`src/rtl/tcs_pkg.sv`:
```
package tcs_pkg;

  // ************************************************************
  // register map (byte addresses on the apb bus)
  // ************************************************************
  localparam logic [11:0] OFS_CTRL  = 12'h004;
  localparam logic [11:0] OFS_COUNT = 12'h010;
  localparam logic [11:0] OFS_CMP_A = 12'h014;
  localparam logic [11:0] OFS_CMP_B = 12'h018;
  localparam logic [11:0] OFS_CMP_C = 12'h01C;
  localparam logic [11:0] OFS_SR    = 12'h020;
  localparam logic [11:0] OFS_IER   = 12'h024;
  localparam logic [11:0] OFS_IDR   = 12'h028;
  localparam logic [11:0] OFS_IMR   = 12'h02C;

  // ************************************************************
  // control register fields
  // ************************************************************
  localparam int CTRL_WAVE      = 0;
  localparam int CTRL_CLK_ON    = 1;
  localparam int CTRL_SW_TRIG   = 3;
  localparam int CTRL_BC_LSB    = 4;
  localparam int CTRL_BE_LSB    = 6;
  localparam int CTRL_BS_LSB    = 8;

  // ************************************************************
  // status fields
  // ************************************************************
  localparam int SR_OVF         = 0;
  localparam int SR_LOVR        = 1;
  localparam int SR_MA          = 2;
  localparam int SR_MB          = 3;
  localparam int SR_MC          = 4;
  localparam int SR_LDA         = 5;
  localparam int SR_LDB         = 6;
  localparam int SR_ETRG        = 7;
  localparam int SR_CLK_ON      = 16;
  localparam int SR_MIRROR_A    = 17;
  localparam int SR_MIRROR_B    = 18;
  localparam logic [7:0] CAP_FLAG_MASK  = 8'hF3;
  localparam logic [7:0] WAVE_FLAG_MASK = 8'h9D;

  // ************************************************************
  // line actions, reset values, counter limits
  // ************************************************************
  localparam logic [1:0]  ACT_NONE  = 2'h0;
  localparam logic [1:0]  ACT_SET   = 2'h1;
  localparam logic [1:0]  ACT_CLEAR = 2'h2;
  localparam logic [1:0]  ACT_TOG   = 2'h3;
  localparam logic [15:0] CNT_MAX   = 16'hFFFF;
  localparam logic [15:0] REG_RST   = 16'h0000;
  localparam logic [7:0]  FLAG_RST  = 8'h00;

  typedef struct packed {
    logic [2:0]  sync_a;   // [0] first stage, [1] second, [2] edge history
    logic [2:0]  sync_b;
    logic [2:0]  sync_e;
    logic        wave;
    logic        clk_on;
    logic [1:0]  b_on_c;
    logic [1:0]  b_on_e;
    logic [1:0]  b_on_s;
    logic [15:0] count;
    logic [15:0] cmp_a;
    logic [15:0] cmp_b;
    logic [15:0] cmp_c;
    logic [7:0]  flags;
    logic [7:0]  imr;
    logic        a_unread;
    logic        b_unread;
    logic        line_a;
    logic        line_b;
    logic        pready;
    logic        pslverr;
    logic [31:0] prdata;
    logic        irq;
  } tcs_state_t;

endpackage : tcs_pkg

```
`src/rtl/tcs_channel.sv`:
```
// Contract
// - line b action on compare c match
// - line b action on external event
// - line b action on software trigger
// - live count readable, upper bits zero
// - a and b writable only in waveform
// - compare c read/write in both modes
// - overflow flag held until status read
// - load overrun flag, capture mode only
// - match a/b flags, waveform mode only
// - match c flag in both modes
// - load a/b flags, capture mode only
// - external trigger flag held until read
// - status read clears event flags
// - bit 16 shows counter clock enabled
// - bit 17 mirrors line a
// - bit 18 mirrors line b
// - enable register sets mask bits
// - disable register clears mask bits
// - mode bit: 0 capture, 1 waveform
// - mask register reads enabled interrupts
//
// Design decisions made here: the APB slave port and the address map.
`timescale 1ns/1ps

module tcs_channel (
  // clock and reset
  input  wire logic        clk_i,
  input  wire logic        rstn_i,
  // apb slave
  input  wire logic [11:0] paddr_i,
  input  wire logic        psel_i,
  input  wire logic        penable_i,
  input  wire logic        pwrite_i,
  input  wire logic [31:0] pwdata_i,
  output logic      [31:0] prdata_o,
  output logic             pready_o,
  output logic             pslverr_o,
  // timer io lines and external event
  input  wire logic        io_line_a_i,
  output logic             io_line_a_o,
  output logic             io_line_a_oe_o,
  input  wire logic        io_line_b_i,
  output logic             io_line_b_o,
  output logic             io_line_b_oe_o,
  input  wire logic        ext_event_i,
  // interrupt
  output logic             irq_o
);

  tcs_pkg::tcs_state_t st_q;
  tcs_pkg::tcs_state_t st_d;

  logic        acc;       // first access cycle: reads sampled here
  logic        done;      // completing edge: writes take effect here
  logic [11:0] adr;
  logic        hit;
  logic [7:0]  ev;
  logic        ma, mb, mc, ovf, cap_a, cap_b, ext_ev, sw_ev;
  logic [31:0] sr_word;
  logic [31:0] rdata;

  // applies one two-bit line action to the current level
  function automatic logic line_act(input logic [1:0] code, input logic lvl);
    logic r;
    r = lvl;
    case (code)
      tcs_pkg::ACT_SET:   r = 1'b1;
      tcs_pkg::ACT_CLEAR: r = 1'b0;
      tcs_pkg::ACT_TOG:   r = ~lvl;
      default:            r = lvl;
    endcase
    return r;
  endfunction : line_act

  // ************************************************************
  // bus decode and events
  // ************************************************************

  // one wait state keeps pready and prdata straight from flops
  always_comb begin
    acc    = psel_i & penable_i & ~st_q.pready;
    done   = psel_i & penable_i & st_q.pready;
    adr    = paddr_i;
    hit    = (adr == tcs_pkg::OFS_CTRL) | (adr == tcs_pkg::OFS_COUNT) |
             (adr == tcs_pkg::OFS_CMP_A) | (adr == tcs_pkg::OFS_CMP_B) |
             (adr == tcs_pkg::OFS_CMP_C) | (adr == tcs_pkg::OFS_SR) |
             (adr == tcs_pkg::OFS_IER) | (adr == tcs_pkg::OFS_IDR) |
             (adr == tcs_pkg::OFS_IMR);
    // compares only fire while the counter clock runs
    ma     = st_q.clk_on & (st_q.count == st_q.cmp_a);
    mb     = st_q.clk_on & (st_q.count == st_q.cmp_b);
    mc     = st_q.clk_on & (st_q.count == st_q.cmp_c);
    ovf    = st_q.clk_on & (st_q.count == tcs_pkg::CNT_MAX);
    // capture: rising edge of line a loads a, falling edge loads b
    cap_a  = ~st_q.wave & st_q.sync_a[1] & ~st_q.sync_a[2];
    cap_b  = ~st_q.wave & ~st_q.sync_a[1] & st_q.sync_a[2];
    ext_ev = st_q.sync_e[1] & ~st_q.sync_e[2];
    sw_ev  = done & pwrite_i & (adr == tcs_pkg::OFS_CTRL) & pwdata_i[tcs_pkg::CTRL_SW_TRIG];
    ev     = 8'h00;
    ev[tcs_pkg::SR_OVF]  = ovf;
    ev[tcs_pkg::SR_LOVR] = (cap_a & st_q.a_unread) | (cap_b & st_q.b_unread);
    ev[tcs_pkg::SR_MA]   = st_q.wave & ma;
    ev[tcs_pkg::SR_MB]   = st_q.wave & mb;
    ev[tcs_pkg::SR_MC]   = mc;
    ev[tcs_pkg::SR_LDA]  = cap_a;
    ev[tcs_pkg::SR_LDB]  = cap_b;
    ev[tcs_pkg::SR_ETRG] = ext_ev;
  end

  // ************************************************************
  // read data
  // ************************************************************

  // status word masks flags by mode; mirrors follow pin or drive level
  always_comb begin
    sr_word = 32'h0000_0000;
    sr_word[7:0] = st_q.flags &
                   (st_q.wave ? tcs_pkg::WAVE_FLAG_MASK : tcs_pkg::CAP_FLAG_MASK);
    sr_word[tcs_pkg::SR_CLK_ON]   = st_q.clk_on;
    sr_word[tcs_pkg::SR_MIRROR_A] = st_q.wave ? st_q.line_a : st_q.sync_a[1];
    sr_word[tcs_pkg::SR_MIRROR_B] = st_q.wave ? st_q.line_b : st_q.sync_b[1];
    rdata = 32'h0000_0000;
    case (adr)
      tcs_pkg::OFS_CTRL: begin
        rdata[tcs_pkg::CTRL_WAVE]   = st_q.wave;
        rdata[tcs_pkg::CTRL_CLK_ON] = st_q.clk_on;
        rdata[tcs_pkg::CTRL_BC_LSB +: 2] = st_q.b_on_c;
        rdata[tcs_pkg::CTRL_BE_LSB +: 2] = st_q.b_on_e;
        rdata[tcs_pkg::CTRL_BS_LSB +: 2] = st_q.b_on_s;
      end
      tcs_pkg::OFS_COUNT: rdata = {16'h0000, st_q.count};
      tcs_pkg::OFS_CMP_A: rdata = {16'h0000, st_q.cmp_a};
      tcs_pkg::OFS_CMP_B: rdata = {16'h0000, st_q.cmp_b};
      tcs_pkg::OFS_CMP_C: rdata = {16'h0000, st_q.cmp_c};
      tcs_pkg::OFS_SR:  rdata = sr_word;
      tcs_pkg::OFS_IMR: rdata = {24'h00_0000, st_q.imr};
      default:          rdata = 32'h0000_0000;
    endcase
  end

  // ************************************************************
  // next state
  // ************************************************************

  always_comb begin
    st_d = st_q;
    // two stages before any logic looks at a pin, third for edges
    st_d.sync_a = {st_q.sync_a[1], st_q.sync_a[0], io_line_a_i};
    st_d.sync_b = {st_q.sync_b[1], st_q.sync_b[0], io_line_b_i};
    st_d.sync_e = {st_q.sync_e[1], st_q.sync_e[0], ext_event_i};
    st_d.pready  = acc;
    st_d.pslverr = acc & ~hit;
    st_d.prdata  = (acc & ~pwrite_i) ? rdata : 32'h0000_0000;

    // free running counter, wraps past the top
    if (st_q.clk_on) begin
      st_d.count = st_q.count + 16'h0001;
    end

    // captures; a pending unread marks the next load as overrun
    if (cap_a) begin
      st_d.cmp_a    = st_q.count;
      st_d.a_unread = 1'b1;
    end
    if (cap_b) begin
      st_d.cmp_b    = st_q.count;
      st_d.b_unread = 1'b1;
    end
    if (acc & ~pwrite_i & (adr == tcs_pkg::OFS_CMP_A) & ~cap_a) begin
      st_d.a_unread = 1'b0;
    end
    if (acc & ~pwrite_i & (adr == tcs_pkg::OFS_CMP_B) & ~cap_b) begin
      st_d.b_unread = 1'b0;
    end

    // read of status clears, a same-cycle event still lands
    if (acc & ~pwrite_i & (adr == tcs_pkg::OFS_SR)) begin
      st_d.flags = ev;
    end else begin
      st_d.flags = st_q.flags | ev;
    end

    // line a: set on a match, cleared on c match (waveform only)
    if (st_q.wave) begin
      if (ma) st_d.line_a = 1'b1;
      if (mc) st_d.line_a = 1'b0;
    end

    // line b: later actions override, software trigger strongest
    if (st_q.wave) begin
      st_d.line_b = st_q.line_b;
      if (mc)     st_d.line_b = line_act(st_q.b_on_c, st_q.line_b);
      if (ext_ev) st_d.line_b = line_act(st_q.b_on_e, st_d.line_b);
      // the trigger rides on the same write, so its new action code applies
      if (sw_ev)  st_d.line_b = line_act(pwdata_i[tcs_pkg::CTRL_BS_LSB +: 2], st_d.line_b);
    end

    // register writes at the completing edge
    if (done & pwrite_i) begin
      case (adr)
        tcs_pkg::OFS_CTRL: begin
          st_d.wave   = pwdata_i[tcs_pkg::CTRL_WAVE];
          st_d.clk_on = pwdata_i[tcs_pkg::CTRL_CLK_ON];
          st_d.b_on_c = pwdata_i[tcs_pkg::CTRL_BC_LSB +: 2];
          st_d.b_on_e = pwdata_i[tcs_pkg::CTRL_BE_LSB +: 2];
          st_d.b_on_s = pwdata_i[tcs_pkg::CTRL_BS_LSB +: 2];
        end
        tcs_pkg::OFS_CMP_A: begin
          if (st_q.wave) st_d.cmp_a = pwdata_i[15:0];
        end
        tcs_pkg::OFS_CMP_B: begin
          if (st_q.wave) st_d.cmp_b = pwdata_i[15:0];
        end
        tcs_pkg::OFS_CMP_C: st_d.cmp_c = pwdata_i[15:0];
        tcs_pkg::OFS_IER: st_d.imr = st_q.imr | pwdata_i[7:0];
        tcs_pkg::OFS_IDR: st_d.imr = st_q.imr & ~pwdata_i[7:0];
        default: ;
      endcase
    end

    // irq follows the flags that will stand after this edge
    st_d.irq = |(st_d.flags & st_d.imr);
  end

  // state register, synchronous reset
  always_ff @(posedge clk_i) begin
    if (!rstn_i) begin
      st_q        <= '0;
      st_q.cmp_a  <= tcs_pkg::REG_RST;
      st_q.cmp_b  <= tcs_pkg::REG_RST;
      st_q.cmp_c  <= tcs_pkg::REG_RST;
      st_q.flags  <= tcs_pkg::FLAG_RST;
      st_q.imr    <= tcs_pkg::FLAG_RST;
    end else begin
      st_q <= st_d;
    end
  end

  // ************************************************************
  // outputs
  // ************************************************************

  // lines are driven only in waveform mode
  always_comb begin
    prdata_o       = st_q.prdata;
    pready_o       = st_q.pready;
    pslverr_o      = st_q.pslverr;
    io_line_a_o    = st_q.line_a;
    io_line_a_oe_o = st_q.wave;
    io_line_b_o    = st_q.line_b;
    io_line_b_oe_o = st_q.wave;
    irq_o          = st_q.irq;
  end

  logic sr_rd, count_rd;
  assign sr_rd    = acc & ~pwrite_i & (adr == tcs_pkg::OFS_SR);
  assign count_rd = acc & ~pwrite_i & (adr == tcs_pkg::OFS_COUNT);
endmodule : tcs_channel

```
`config.mk`:
```
export PLATFORM = sky130hd
export DESIGN_NAME = tcs_channel
export DESIGN_NICKNAME = d
export VERILOG_FILES = /design/src/rtl/tcs_pkg.sv /design/src/rtl/tcs_channel.sv
export SDC_FILE = /design/constraint.sdc
export NUM_CORES = 1
export LEC_CHECK = 0
export BUFFER_PORTS_ARGS = -buffer_cell sky130_fd_sc_hd__buf_4
export CELL_PAD_IN_SITES_DETAIL_PLACEMENT = 0
export CELL_PAD_IN_SITES_GLOBAL_PLACEMENT = 1
export CORE_AREA = 2 2 123 125
export DETAILED_ROUTE_END_ITERATION = 10
export DIE_AREA = 0 0 125 127
export PLACE_DENSITY = 0.86
export SKIP_CTS_REPAIR_TIMING = 1
export SYNTH_ARGS = -nofsm -noshare
export SYNTH_HDL_FRONTEND = slang
export SYNTH_SLANG_ARGS = --single-unit
```
`constraint.sdc`:
```
create_clock -name clk_i -period 2.75 [get_ports clk_i]
set_input_delay 0.1375 -clock clk_i [delete_from_list [all_inputs] [get_ports clk_i]]
set_output_delay 0.1375 -clock clk_i [all_outputs]
set_load 0.02 [all_outputs]
```
After elaboration in Yosys (flattened, before gate mapping)
Cells that the tools add are included.

Output and inout bits: 39. Logic and storage cells: 135. Bits of input ports: 52. Flip-flop bits (word level): 135.

Equal/unequal tests: 22. Reductions and logical operators: 8. Mux-type cells: 28. Bitwise gates (word level): 54. Add/subtract/negate cells: 1.

Operators with widths (number): two-way mux 16 bit (7); == test 12 x 5 -> 1 bit, second input constant (4); == test 12 x 6 -> 1 bit, second input constant (4); == test 16 bit (3); two-way mux 48 bit (1); one-hot mux 9 bit (5 select lines) (1); one-hot mux 6 bit (7 select lines) (1); AND 1 bit (26); AND 8 bit (3); adder 16 x 1 -> 16 bit, second input constant (1); == test 16 bit, second input constant (1); two-way mux 8 bit (2); OR 8 bit (2); one-hot mux 8 bit (2 select lines) (1); one-hot mux 2 bit (7 select lines) (1); NOT 1 bit (13); == test 12 x 3 -> 1 bit, second input constant (1); == test 2 bit, second input constant (6); one-hot mux 2 bit (6 select lines) (1); two-way mux 1 bit (9); OR 1 bit (9); one-hot mux 1 bit (3 select lines) (3); NOT 8 bit (1); AND reduction 2 bit (4); 5 further kinds (8).

Depth between registers and ports, before layout
Gate-level depths: netlist of the first run.

Depth in word-level cells: 11. Depth in mapped cells: 9.

Worst setup path before layout of the first run
Ideal clock, no wire load.

Kind: register -> register. Start: register st_q (netlist bit pready_o). End: register st_q (netlist bit irq_o). Library setup time: 0.125 ns. Data required time: 2.625 ns. Setup slack: 0.365 ns. Period minus slack after synthesis: 2.385 ns. Data arrival time: 2.260 ns. Cell stages (with the launch flop): 8. Cell sequence: dfxtp_1 nand4_1 or4_4 nor2_2 nand2_1 a22o_1 a22o_1 o41a_1.

Longest elaborated chain between the ends: 7. Elaborated cells between the ends (all ways): 10.

Ends and longest elaborated chain: from (decl) (line tcs_channel.sv:51) `tcs_pkg::tcs_state_t st_q;`; from (signal assigned) (line tcs_channel.sv:236) `st_q <= st_d;`; NOT 1 bit (line tcs_channel.sv:82) `acc = psel_i & penable_i & ~st_q.pready;`; AND 1 bit (line tcs_channel.sv:82); AND 1 bit (2 in series); two-way mux 8 bit (line tcs_channel.sv:178) `if (acc & ~pwrite_i & (adr == tcs_pkg::OFS_SR)) begin`; AND 8 bit * (line tcs_channel.sv:223) `st_d.irq = |(st_d.flags & st_d.imr);`; OR reduction 8 bit * (line tcs_channel.sv:223).

Every way passes the cells marked *; elsewhere a longest branch is shown, timed or not. A chain may end at the register's enable or synchronous reset.

Final worst setup path of the first run
Start: register st_q[118] in the netlist's numbering. End: register st_q (netlist bit io_line_b_o).

Longest elaborated chain between the ends: 11.

Ends and longest elaborated chain: == test 16 bit * (line tcs_channel.sv:93) `mc = st_q.clk_on & (st_q.count == st_q.cmp_c);`; AND 1 bit * (line tcs_channel.sv:93); two-way mux 1 bit * (line tcs_channel.sv:193) `if (mc) st_d.line_b = line_act(st_q.b_on_c, st_q.line_b);`; two-way mux 1 bit * (line tcs_channel.sv:191) `if (st_q.wave) begin`; NOT 1 bit (line tcs_channel.sv:70) `tcs_pkg::ACT_TOG: r = ~lvl;`; one-hot mux 1 bit (3 select lines) (line tcs_channel.sv:67) `case (code)`; two-way mux 1 bit * (line tcs_channel.sv:194) `if (ext_ev) st_d.line_b = line_act(st_q.b_on_e, st_d.line_b);`; two-way mux 1 bit * (line tcs_channel.sv:191); NOT 1 bit (line tcs_channel.sv:70); one-hot mux 1 bit (3 select lines) (line tcs_channel.sv:67); two-way mux 1 bit * (line tcs_channel.sv:196) `if (sw_ev) st_d.line_b = line_act(pwdata_i[tcs_pkg::CTRL_BS_LSB +: 2], st_d.line_b);`.

Every way passes the cells marked *; elsewhere a longest branch is shown, timed or not. The select of a mux whose other input is x is not followed.

==> results of run 1 <==
how the worst max path moves through the flow:
stage | slack [ns] | cells after the start | to
floorplan | 0.37 | 7 | irq_o
global placement | 0.24 | 8 | irq_o
detailed placement | 0.23 | 8 | irq_o
CTS | 0.51 | 8 | io_line_b_o
global route | 0.35 | 8 | io_line_b_o
finish | 0.49 | 8 | io_line_b_o
kinds of logic (layout without fill, tap and decap cells):
logic type	Yosys count	after routing	share of synthesized area (%)
adder cells (fa/ha/maj)	1	1	0.203
AO/OA/AOI/OAI	139	139	15.9
AND/OR/NAND/NOR	226	226	18.4
other	1	13	0.0608
flip-flops	122	122	39.6
XOR/XNOR	63	63	8.95
buffers and inverters	86	130	7.41
multiplexers	57	57	9.47
power breakdown:
part | total, uW | switching, uW | internal, uW | leakage, uW
Combinational | 177 | 109 | 67.5 | 0.00141
Clock | 2240 | 796 | 1440 | 0.000300
Sequential | 1780 | 4.68 | 1780 | 0.000984
critical path: cells and delay by family, from the launching register on:
family          cells  cell delay [ns]
buf+inv             1             0.19
flops               1             0.58
mux                 2             0.42
compound gates      1             0.10
xor+xnor            1             0.21
simple gates        3             0.63
cells in the final DEF, fill, tap and decap left out, types with 17 or more instances in the layout:
cell                        count
sky130_fd_sc_hd__dfxtp_1      122
sky130_fd_sc_hd__nor2_1        88
sky130_fd_sc_hd__buf_4         88
sky130_fd_sc_hd__mux2i_1       55
sky130_fd_sc_hd__nand2_1       43
sky130_fd_sc_hd__xnor2_1       42
sky130_fd_sc_hd__a211oi_1      33
sky130_fd_sc_hd__a21oi_1       31
sky130_fd_sc_hd__a22oi_1       27
sky130_fd_sc_hd__xor2_1        21
sky130_fd_sc_hd__clkbuf_16     17
stage by stage:
step                      cells  power (uW)  hold WS, ns  setup WS [ns]  util, %
after CTS                   928        4210      -0.0913          0.508     50.4
final                       935        4200      -0.0172          0.494     50.8
after floorplan             707        1920        0.265          0.365        -
after global placement      896        1990        0.347          0.239     46.3
after global routing        935        4330      0.00982          0.346     50.8
after detailed placement    896        1990        0.353          0.229     46.3
cell type report:
| cell class | instances | area [sq um] | share of cell area, % |
|---|---|---|---|
| Clock buffer | 24 | 502 | 6.84 |
| Clock inverter | 8 | 90.1 | 1.23 |
| Inverter | 3 | 11.3 | 0.154 |
| Multi-Input combinational cell | 499 | 3330 | 45.4 |
| Sequential cell | 122 | 2440 | 33.3 |
| Tap cell | 184 | 230 | 3.14 |
| Timing Repair Buffer | 95 | 731 | 9.96 |
per-layer routing:
metal	up-vias	GRT usage, %
met4	0	10.3
met1	2594	30.5
met5	-	0
li1	2528	-
met3	38	5.32
met2	237	36.3
==> summary by stage, run 1 <==
Run status
The run finished, with violations left. The final reports fail on negative hold slack.

Min path
The worst hold path begins at pwdata_i[14]. The kind of path behind the tightest hold check is in2reg. The end point of the most critical hold path is st_q[69]. Along the worst hold path, the cell count comes to 3.

Drt
In this run the top signal layer used is met4. The routed design has 18,000 microns of wire. The first detailed-routing pass took 7 iterations. The met3 wire length is 1270 microns.

The average wire per cell in the routed design is 19.2 microns. After detailed routing, the number of remaining DRC violations is 0. For this block, the initial DRC count from the detailed router was 512. The total via count in the routed design is 5,397. The detailed-routed wire length on met2 is 8310 microns. Once detail routing completed, the nets flagged for antenna violations numbered 0.

For this block, wires on met1 add up to 7810 microns. After detailed routing, the number of vias per cell comes to 5.77.

Setup path
The most numerous cell type found on the critical path is sky130_fd_sc_hd__mux2i_1. In this run the worst setup path begins at st_q[118]. For the worst setup path, the data required time is 3.05 ns. The endpoint identified for the worst register-to-register timing path is io_line_b_o. The delay contributed by the slowest stage of the critical path is 0.58 ns. The data arrival time at the worst-slack endpoint is 2.56 ns. On the critical path, the stage with the largest delay is an instance of sky130_fd_sc_hd__dfxtp_1. The worst setup path is captured at a flop. The type of the setup path with the least slack is reg2reg.

Walking the worst path, the cells encountered are xnor2_1, nand4_1, nor4_1, buf_4, nand3_1, mux2i_1, mux2i_1, a22oi_1. Counting cells, the worst reg-to-reg path comes to 8. The largest driver fanout on the critical path is 8. The start of the worst register-to-register path is st_q[118]. STA classifies the critical path startpoint as a flop. The setup check on the worst reg-to-reg path leaves a slack of 0.49 ns.

Synth
In the synthesized netlist, the number of instances is 695. The top flip-flop cell by instance count after synthesis is sky130_fd_sc_hd__dfxtp_1. Sorting the synthesized cells by area gives the leading types as sky130_fd_sc_hd__dfxtp_1 (40%), sky130_fd_sc_hd__mux2i_1 (8.9%), sky130_fd_sc_hd__xnor2_1 (6.0%). The commonest cells after synthesis are sky130_fd_sc_hd__dfxtp_1 (122), sky130_fd_sc_hd__nor2_1 (89), sky130_fd_sc_hd__mux2i_1 (55), sky130_fd_sc_hd__nand2_1 (43). The synthesized area divided by synthesized cell count is 8.87 sq um. The sequential area share after synthesis is 39.6%.

The largest total area in the synthesized netlist belongs to sky130_fd_sc_hd__dfxtp_1. The number of synthesized flops with an enable pin is 0. The synthesized design contains 122 register bits. The fraction of post-synthesis cell area in the top cell type by area is 39.6%. The async set or reset register ratio after synthesis is 0%. In this run the cell area of the synthesized design comes to 6170 sq um. sky130_fd_sc_hd__dfxtp_1 is the most common cell in the netlist.

The number of distinct library cells after synthesis is 59. The Yosys step of the flow raised 0 warnings.

Global route
The number of antenna violations at the first check in global routing is 0. Entering global routing, the biggest net connects 60 pins. The via count of the first global-routing pass is 5,350. The first global-routing pass estimated 28,900 microns of wire. The residual overflow from global routing is 0. The overall fraction of global-route tracks in use is 23.1%.

Clocking
The clock transition at the register clock pins on the worst setup and hold paths after CTS is 0.06 ns. The number of buffers inserted during clock tree synthesis is 17. The maximum count of clock buffers along a single path is 2. The CTS tree is built.

The clock latency on the worst-skew pair is 0.43 ns. Clock tree synthesis selected as its root buffer the cell sky130_fd_sc_hd__clkbuf_16. The tree built by TritonCTS fans out to 122 sinks. The maximum level of the CTS H-tree is 4.

Timing
Setup total negative slack on the finished layout was measured at 0 ns. The worst path needs 2.26 ns of the cycle, external delays included. The setup skew after layout is 0.00883 ns.

The max-slew violation total from the final report came to 0. On the final layout, the worst hold slack is -0.0172 ns. Headroom to the max-slew limit came out at 48.1%. The number of hold-slack violations in the final timing report came to 1. The slew at the pin with the worst max-slew slack is 0.777 ns. The share of the clock period used by the worst path after layout is 82.0%. The maximum clock rate is 443 MHz. The final count of negative-setup-slack endpoints is 0. Setup repair after global routing left no endpoint under its margin.

Layout
The antenna diode instance count is 0. The total non-filler cell area in the finished layout is 7330 sq um. The number of flip-flops in the largest register is 90.

st_q holds more flip-flops than any other register. The fraction of final layout cells sized beyond drive strength 1 is 18.4%. The fill cell instance count of the final layout is 1,312. The signed area change from the synthesized netlist to the final layout is 18.9%.

The number of nets in the layout is 791.

Floorplanning
The floorplan die width is 125 microns. The floorplan row count is 44. The total core area is 14,400 sq um. The vertical extent of the die is 127 microns. The die covers 15,900 sq um. 91 I/O pins were placed. The initial utilization of the core area, before any placement, comes to 42.8%.

Placed design
Routability-driven placement finished with a final weighted congestion of 0.953. The placed standard-cell area is 6670 sq um. During placement, the flow inserted port buffers numbering 61. The placed wire-length estimate after detailed placement is 12,400 microns.

Power and ir drop
The power density over cell area is 572 nW/um^2. The standby leakage power is 0.00269 uW. The peak ir drop on the vdd network is 0.405 mV.

Job
The max capacitance violation total is 0.
(Power assumes the default switching activity.)
==> run 2, diff against run 1 <==
==> constraint.sdc (replaced) <==
create_clock -name clk_i -period 2.3 [get_ports clk_i]
set_input_delay 0.115 -clock clk_i [delete_from_list [all_inputs] [get_ports clk_i]]
set_output_delay 0.115 -clock clk_i [all_outputs]
set_load 0.02 [all_outputs]
==> run 2 against run 1 <==
Clock-buffer cell count shrank 1. The flow still finishes with violations (negative hold slack). Critical endpoint is now irq_o. Maximum frequency grew 4.5%. Worst setup slack lost 0.35 ns. Register-to-register slack lost 0.35 ns. Die area is the same. Sequential cell count is the same. Non-clock buffer count grew 39. Via count grew 3.0%. Largest cell class unchanged. Hold slack gained 0.010 ns. Combinational power grew 31%.
==> summary by stage, run 2 (synthesis gave the netlist of run 1 again) <==
Drt
The remaining number of nets flagged by the antenna check after routing is 0 (unchanged). The total via count in the routed design was 5,560 (+3.0%). The average wire per cell in the routed design came to 18.7 microns (-2.6%). The number of DRC violations after detailed-routing iteration 0 is 589 (+15%). The DRC violation count after routing is 0 (unchanged). The number of vias per cell came to 5.71 (-1.1%).

The final routed wirelength across all metal layers is 18,200 microns (+1.5%). The total iterations of the first detailed-routing run came to 7 (unchanged).

Clocking
The tree is rooted in a sky130_fd_sc_hd__clkbuf_16. The clock latency on the worst-skew pair is 0.43 ns (about the same). TritonCTS built the clock tree. The maximum count of clock buffers along a single path is 2 (unchanged). The maximum level of the CTS H-tree is 4 (unchanged). The clock sink count is 122 (unchanged).

The clock transition at the register clock pins on the worst setup and hold paths after CTS is 0.06 ns (about the same). The number of buffers inserted during clock tree synthesis is 17 (unchanged).

Setup path
The worst endpoint required time is 2.61 ns (-0.44 ns). The capture point of the worst reg-to-reg path is irq_o. The length in cells of the worst reg-to-reg path came to 7 (-1). The data arrival time at the worst-slack endpoint is 2.47 ns (-0.09 ns). The kind of launch point of the worst setup path is a flop. The setup slack of the worst register-to-register path came to 0.14 ns (-0.35 ns). The startpoint identified for the worst register-to-register timing path is pready_o.

The nature of the critical path endpoint is a flop. The largest driver fanout on the critical path is 5 (-3). The type of the setup path with the least slack is reg2reg.

Min path
The worst hold path terminates at st_q[123]. The worst hold path begins at pwdata_i[4]. The kind of path behind the tightest hold check is in2reg.

The number of cells on the worst hold path is 3 (unchanged).

Placed design
The total placed cells including tap cells is 926 (+3.3%). The routability congestion estimate from global placement is 0.887 (-6.9%). The placed wire-length estimate after detailed placement is 12,700 microns (+2.5%).

The placed standard-cell area is 6940 sq um (+4.0%). The count of buffers inserted at the top-level ports is 61 (unchanged). The pre-CTS setup slack is -0.186 ns (-0.416 ns).

Layout
The number of nets in the layout is 830 (+4.9%). More flip-flops sit in one register than any other, and that register is st_q. In the layout the commonest cells are sky130_fd_sc_hd__dfxtp_1 (121), sky130_fd_sc_hd__buf_4 (115), sky130_fd_sc_hd__nor2_1 (88). The commonest non-fill, non-tap cell in the layout is sky130_fd_sc_hd__dfxtp_1. The number of flip-flops in the largest register is 90 (unchanged). The antenna diode instance count is 0 (unchanged). The total non-filler cell area in the finished layout was 7640 sq um (+4.1%). The number of cells in the finished layout apart from fillers is 974 (+4.2%).

The area growth from synthesis to layout is 23.8%. The utilization after layout is 52.9% (+2.1 points). The fraction of final layout cells sized beyond drive strength 1 is 21.1% (+2.8 points).

Timing
Setup repair after global routing left no endpoint under its margin. The maximum clock rate is 463 MHz (+4.5%). The relative max-transition margin is 34.8% (-13 points). The worst-case hold slack came to -0.00695 ns (+0.0103 ns). The max-slew violation total from the final report is 0 (unchanged). The share of the clock period used by the worst path after layout was 93.8% (+12 points). The total negative setup slack is 0 ns (unchanged). The minimum setup slack in the final design was 0.142 ns (-0.352 ns). The setup skew after layout is 0.00880 ns (-0.0000290 ns). The final count of negative-setup-slack endpoints is 0 (unchanged). The minimum clock period after layout is 2.16 ns (-0.0979 ns). The number of hold-slack violations in the final timing report is 2 (+1). The slew at the pin with the worst max-slew slack is 0.978 ns (+0.201 ns).

Floorplanning
The floorplan die width came to 125 microns (unchanged). The die outline area is 15,900 sq um (unchanged). The total core area is 14,400 sq um (unchanged). The initial core utilization came to 42.8% (unchanged). The count of boundary I/O pins was 91 (unchanged). The floorplan row count came to 44 (unchanged). The vertical extent of the die is 127 microns (unchanged).

Global route
The residual overflow from global routing was 0 (unchanged). The number of antenna violations at the first check in global routing is 0 (unchanged). The via count of the first global-routing pass is 5,319 (-0.58%). The pin count of the biggest net entering global routing is 91 (+52%). The wire length of the first global-routing pass was 28,600 microns (-0.96%).

The overall fraction of global-route tracks in use is 23.0% (-0.028 points).

Run status
The run finished, with violations left. The final reports fail on negative hold slack.

Power and ir drop
The power density over cell area was 633 nW/um^2 (+11%). The peak ir drop on the vdd network is 0.566 mV (+40%). The standby leakage power was 0.00286 uW (+6.3%).

Job
The max capacitance violation total is 0 (unchanged).
-- run 2: where the power goes --
group          internal, uW  switching, uW
clock network          1520            949
registers              2130           5.73
logic                  96.0            136
-- run 2: worst max-delay path: stages (launching register included) --
cell and delay, ns:
sky130_fd_sc_hd__dfxtp_2 0.36, sky130_fd_sc_hd__nand4_1 0.15, sky130_fd_sc_hd__or4_4 0.53, sky130_fd_sc_hd__nor2_2 0.13
sky130_fd_sc_hd__nand2_1 0.07, sky130_fd_sc_hd__a22o_1 0.20, sky130_fd_sc_hd__a22o_1 0.23, sky130_fd_sc_hd__o41a_1 0.39
-- run 2: layer usage --
metal	part of all wire (%)	up-vias	wire [microns]	track usage, %
li1	-	2595	-	-
met4	3.8	0	697	11.4
met2	46	250	8350	35.9
met5	0	-	0	0
met3	7.4	51	1360	5.82
met1	43	2664	7830	29.9
-- run 2: metrics by stage --
stage,hold WS (ns),total power [uW]
after global routing,0.00152,4980
after detailed placement,0.325,2380
final,-0.00695,4840
after CTS,-0.122,4840
after floorplan,0.242,2290
after global placement,0.326,2380
-- run 2: worst max path at each step --
| stage | from | endpoint | slack, ns | cells after the start |
|---|---|---|---|---|
| 4_1_cts | pready_o | irq_o | 0.14 | 7 |
| 3_5_place_dp | paddr_i[11] | irq_o | -0.19 | 8 |
| 5_1_grt | st_q[107] | io_line_b_o | 0.009 | 8 |
| 3_3_place_gp | paddr_i[11] | irq_o | -0.15 | 8 |
| 2_1_floorplan | paddr_i[11] | irq_o | 0.008 | 7 |
| 6_report | pready_o | irq_o | 0.14 | 7 |
-- run 2: layout make-up --
cell class                      instances  area [sq um]
Clock buffer                           23           468
Clock inverter                          9          72.6
Fill cell                            1349          6790
Inverter                                3          11.3
Multi-Input combinational cell        499          3330
Sequential cell                       122          2440
Tap cell                              184           230
Timing Repair Buffer                  134          1080
==> run 3, diff against run 2 <==
--- a/config.mk
+++ b/config.mk
@@ -12,6 +12,7 @@
 export DETAILED_ROUTE_END_ITERATION = 10
 export DIE_AREA = 0 0 125 127
 export PLACE_DENSITY = 0.86
+export RECOVER_POWER = 100
 export SKIP_CTS_REPAIR_TIMING = 1
 export SYNTH_ARGS = -nofsm -noshare
 export SYNTH_HDL_FRONTEND = slang
==> run 3 against run 2 <==
The flow still finishes with violations (negative hold slack). Clock power is essentially flat. Via count fell by 0.47%. Core utilization down 1.2 points. Clock-buffer cell count is the same. Sequential cell count unchanged. Global-route usage unchanged. First-iteration DRC count is 1.7% lower. Die area stayed put. Hold slack got worse by 0.00078 ns. Critical endpoint is now st_q[61]. Largest power group unchanged. Highest routed layer unchanged.
==> summary by stage, run 3 (synthesis gave the netlist of run 1 again) <==
Run status
The run finished, with violations left. The final reports fail on negative hold slack.

Layout
The fill cell instance count of the final layout was 1,377 (+2.1%). The library cells used most frequently in the layout, excluding fill and tap cells, are sky130_fd_sc_hd__dfxtp_1 (121), sky130_fd_sc_hd__nor2_1 (89), sky130_fd_sc_hd__buf_4 (76). Leaving out fill and tap cells, the most frequent cell in the layout is sky130_fd_sc_hd__dfxtp_1. The number of nets in the layout came to 830 (unchanged). The fraction of final layout cells sized beyond drive strength 1 is 16.8% (-4.3 points). From synthesis to final layout, the design area changed by 21.0%. The register with the most flip-flops is st_q. The number of flip-flops in the largest register is 90 (unchanged).

The number of cells in the finished layout apart from fillers is 974 (unchanged). The utilization after layout is 51.7% (-1.2 points). The antenna diode instance count came to 0 (unchanged).

Global route
The overall fraction of global-route tracks in use came to 23.0% (unchanged). The number of antenna violations at the first check in global routing is 0 (unchanged). The via count of the first global-routing pass is 5,319 (unchanged). The residual overflow from global routing is 0 (unchanged). The pin count of the biggest net entering global routing is 91 (unchanged). The wire length of the first global-routing pass is 28,600 microns (unchanged).

Timing
The minimum clock period after layout is 2.19 ns (+0.0365 ns). The setup skew after layout is 0.00984 ns (+0.00104 ns). Setup repair after global routing left no endpoint under its margin. The number of hold-slack violations in the final timing report is 2 (unchanged). The max-slew violation total from the final report came to 0 (unchanged). The maximum clock rate came to 456 MHz (-1.7%). The share of the clock period used by the worst path after layout was 95.4% (+1.6 points).

The total negative setup slack is 0 ns (unchanged). The final count of negative-setup-slack endpoints is 0 (unchanged). The relative max-transition margin was 35.8% (+0.96 points).

The slew at the pin with the worst max-slew slack was 0.963 ns (-0.0145 ns). The worst-case hold slack is -0.00773 ns (-0.000779 ns).

Setup path
The setup slack of the worst register-to-register path is 0.13 ns (about the same). The startpoint identified for the worst register-to-register timing path is pready_o. STA classifies the critical path startpoint as an input port. The nature of the critical path endpoint is a flop. The worst endpoint required time is 2.57 ns (-0.04 ns). The type of the setup path with the least slack is in2reg. The capture point of the worst reg-to-reg path is irq_o. The data arrival time at the worst-slack endpoint is 2.47 ns (about the same). The length in cells of the worst reg-to-reg path came to 7 (unchanged). The largest driver fanout on the critical path was 16 (+11).

Drt
The number of DRC violations after detailed-routing iteration 0 came to 579 (-1.7%). The number of vias per cell is 5.68 (-0.47%). The DRC violation count after routing is 0 (unchanged). The average wire per cell in the routed design is 18.8 microns (+0.43%).

The total via count in the routed design is 5,534 (-0.47%). The total iterations of the first detailed-routing run came to 5 (-2). The remaining number of nets flagged by the antenna check after routing was 0 (unchanged). The final routed wirelength across all metal layers was 18,300 microns (+0.43%).

Power and ir drop
The part of the power in combinational logic was 4.8% (about the same). The peak ir drop on the vdd network is 0.567 mV (about the same). The net switching fraction of the power was 22.6% (+0.053 points). The internal power contribution came to 3740 uW (about the same).

The switching power summed over all nets is 1090 uW (+0.24%). The total chip power is 4840 uW (about the same). The power share of the sequential group is 44.1% (about the same). The power density over cell area is 648 nW/um^2 (+2.3%). The clock network power share is 51.2% (about the same). The standby leakage power is 0.00271 uW (-5.4%).

Floorplanning
The floorplan row count is 44 (unchanged). The die outline area came to 15,900 sq um (unchanged). The count of boundary I/O pins is 91 (unchanged). The total core area was 14,400 sq um (unchanged).

The vertical extent of the die is 127 microns (unchanged). The floorplan die width is 125 microns (unchanged). The initial core utilization came to 42.8% (unchanged).

Placed design
The placed wire-length estimate after detailed placement is 12,700 microns (unchanged). The count of buffers inserted at the top-level ports is 61 (unchanged). The routability congestion estimate from global placement is 0.887 (unchanged).

The total placed cells including tap cells was 926 (unchanged).

Clocking
The clock sink count is 122 (unchanged). The CTS tree is built. The clock latency on the worst-skew pair is 0.43 ns (about the same). The clock transition at the register clock pins on the worst setup and hold paths after CTS is 0.05 ns (about the same). The maximum level of the CTS H-tree is 4 (unchanged). The maximum count of clock buffers along a single path came to 2 (unchanged). The root buffer cell chosen for the clock tree is sky130_fd_sc_hd__clkbuf_16. The number of buffers inserted during clock tree synthesis was 17 (unchanged).

Job
The max capacitance violation total was 0 (unchanged).

Min path
The startpoint identified for the worst hold timing path is pwdata_i[4]. For hold timing, the worst endpoint is st_q[123]. The number of cells on the worst hold path is 3 (unchanged). The worst hold path belongs to the class in2reg.
-- run 3: through the flow --
stage,setup slack (ns),area (sq um),hold WS (ns)
after global routing,0.00938,7460,0.00152
after floorplan,0.00804,6210,0.242
after global placement,-0.149,6940,0.326
after CTS,0.142,7480,-0.122
final,0.106,7460,-0.00773
after detailed placement,-0.186,6940,0.325
-- run 3: metal layers --
layer	vias up	GRT usage, %	part of all wire, %
met5	-	0	0
met4	0	11.4	3.1
met3	37	5.82	7.0
met2	227	35.9	46
met1	2666	29.9	44
li1	2604	-	-
-- run 3: worst max-delay path by stage --
stage           startpoint     endpoint  slack [ns]
4_1_cts           pready_o        irq_o        0.14
5_1_grt          st_q[107]  io_line_b_o       0.009
3_5_place_dp   paddr_i[11]        irq_o       -0.19
2_1_floorplan  paddr_i[11]        irq_o       0.008
6_report       paddr_i[11]     st_q[61]        0.11
3_3_place_gp   paddr_i[11]        irq_o       -0.15
-- run 3: cell type report --
| cell class | instances | area, sq um | area share (%) |
|---|---|---|---|
| timing repair buffer | 134 | 918 | 12.3 |
| tap | 184 | 230 | 3.09 |
| inverter | 3 | 11.3 | 0.151 |
| clock inverter | 9 | 72.6 | 0.973 |
| sequential | 122 | 2440 | 32.7 |
| clock buffer | 23 | 468 | 6.27 |
| multi-input combinational | 499 | 3320 | 44.5 |
-- run 3: power by group through the flow --
stage	Clock, uW	Combinational (uW)	Sequential (uW)
floorplan	0	116	2180
global placement	0	204	2180
detailed placement	0	207	2180
CTS	2500	208	2130
global route	2600	244	2130
finish	2480	230	2130
-- run 3: critical path, stage by stage --
cell                       delay [ns]
sky130_fd_sc_hd__clkbuf_4        0.10
sky130_fd_sc_hd__or4_4           0.58
sky130_fd_sc_hd__or2_4           0.28
sky130_fd_sc_hd__buf_4           0.19
sky130_fd_sc_hd__nor4_4          0.26
sky130_fd_sc_hd__clkbuf_2        0.57
sky130_fd_sc_hd__mux2i_1         0.30
sky130_fd_sc_hd__nor2_1          0.06
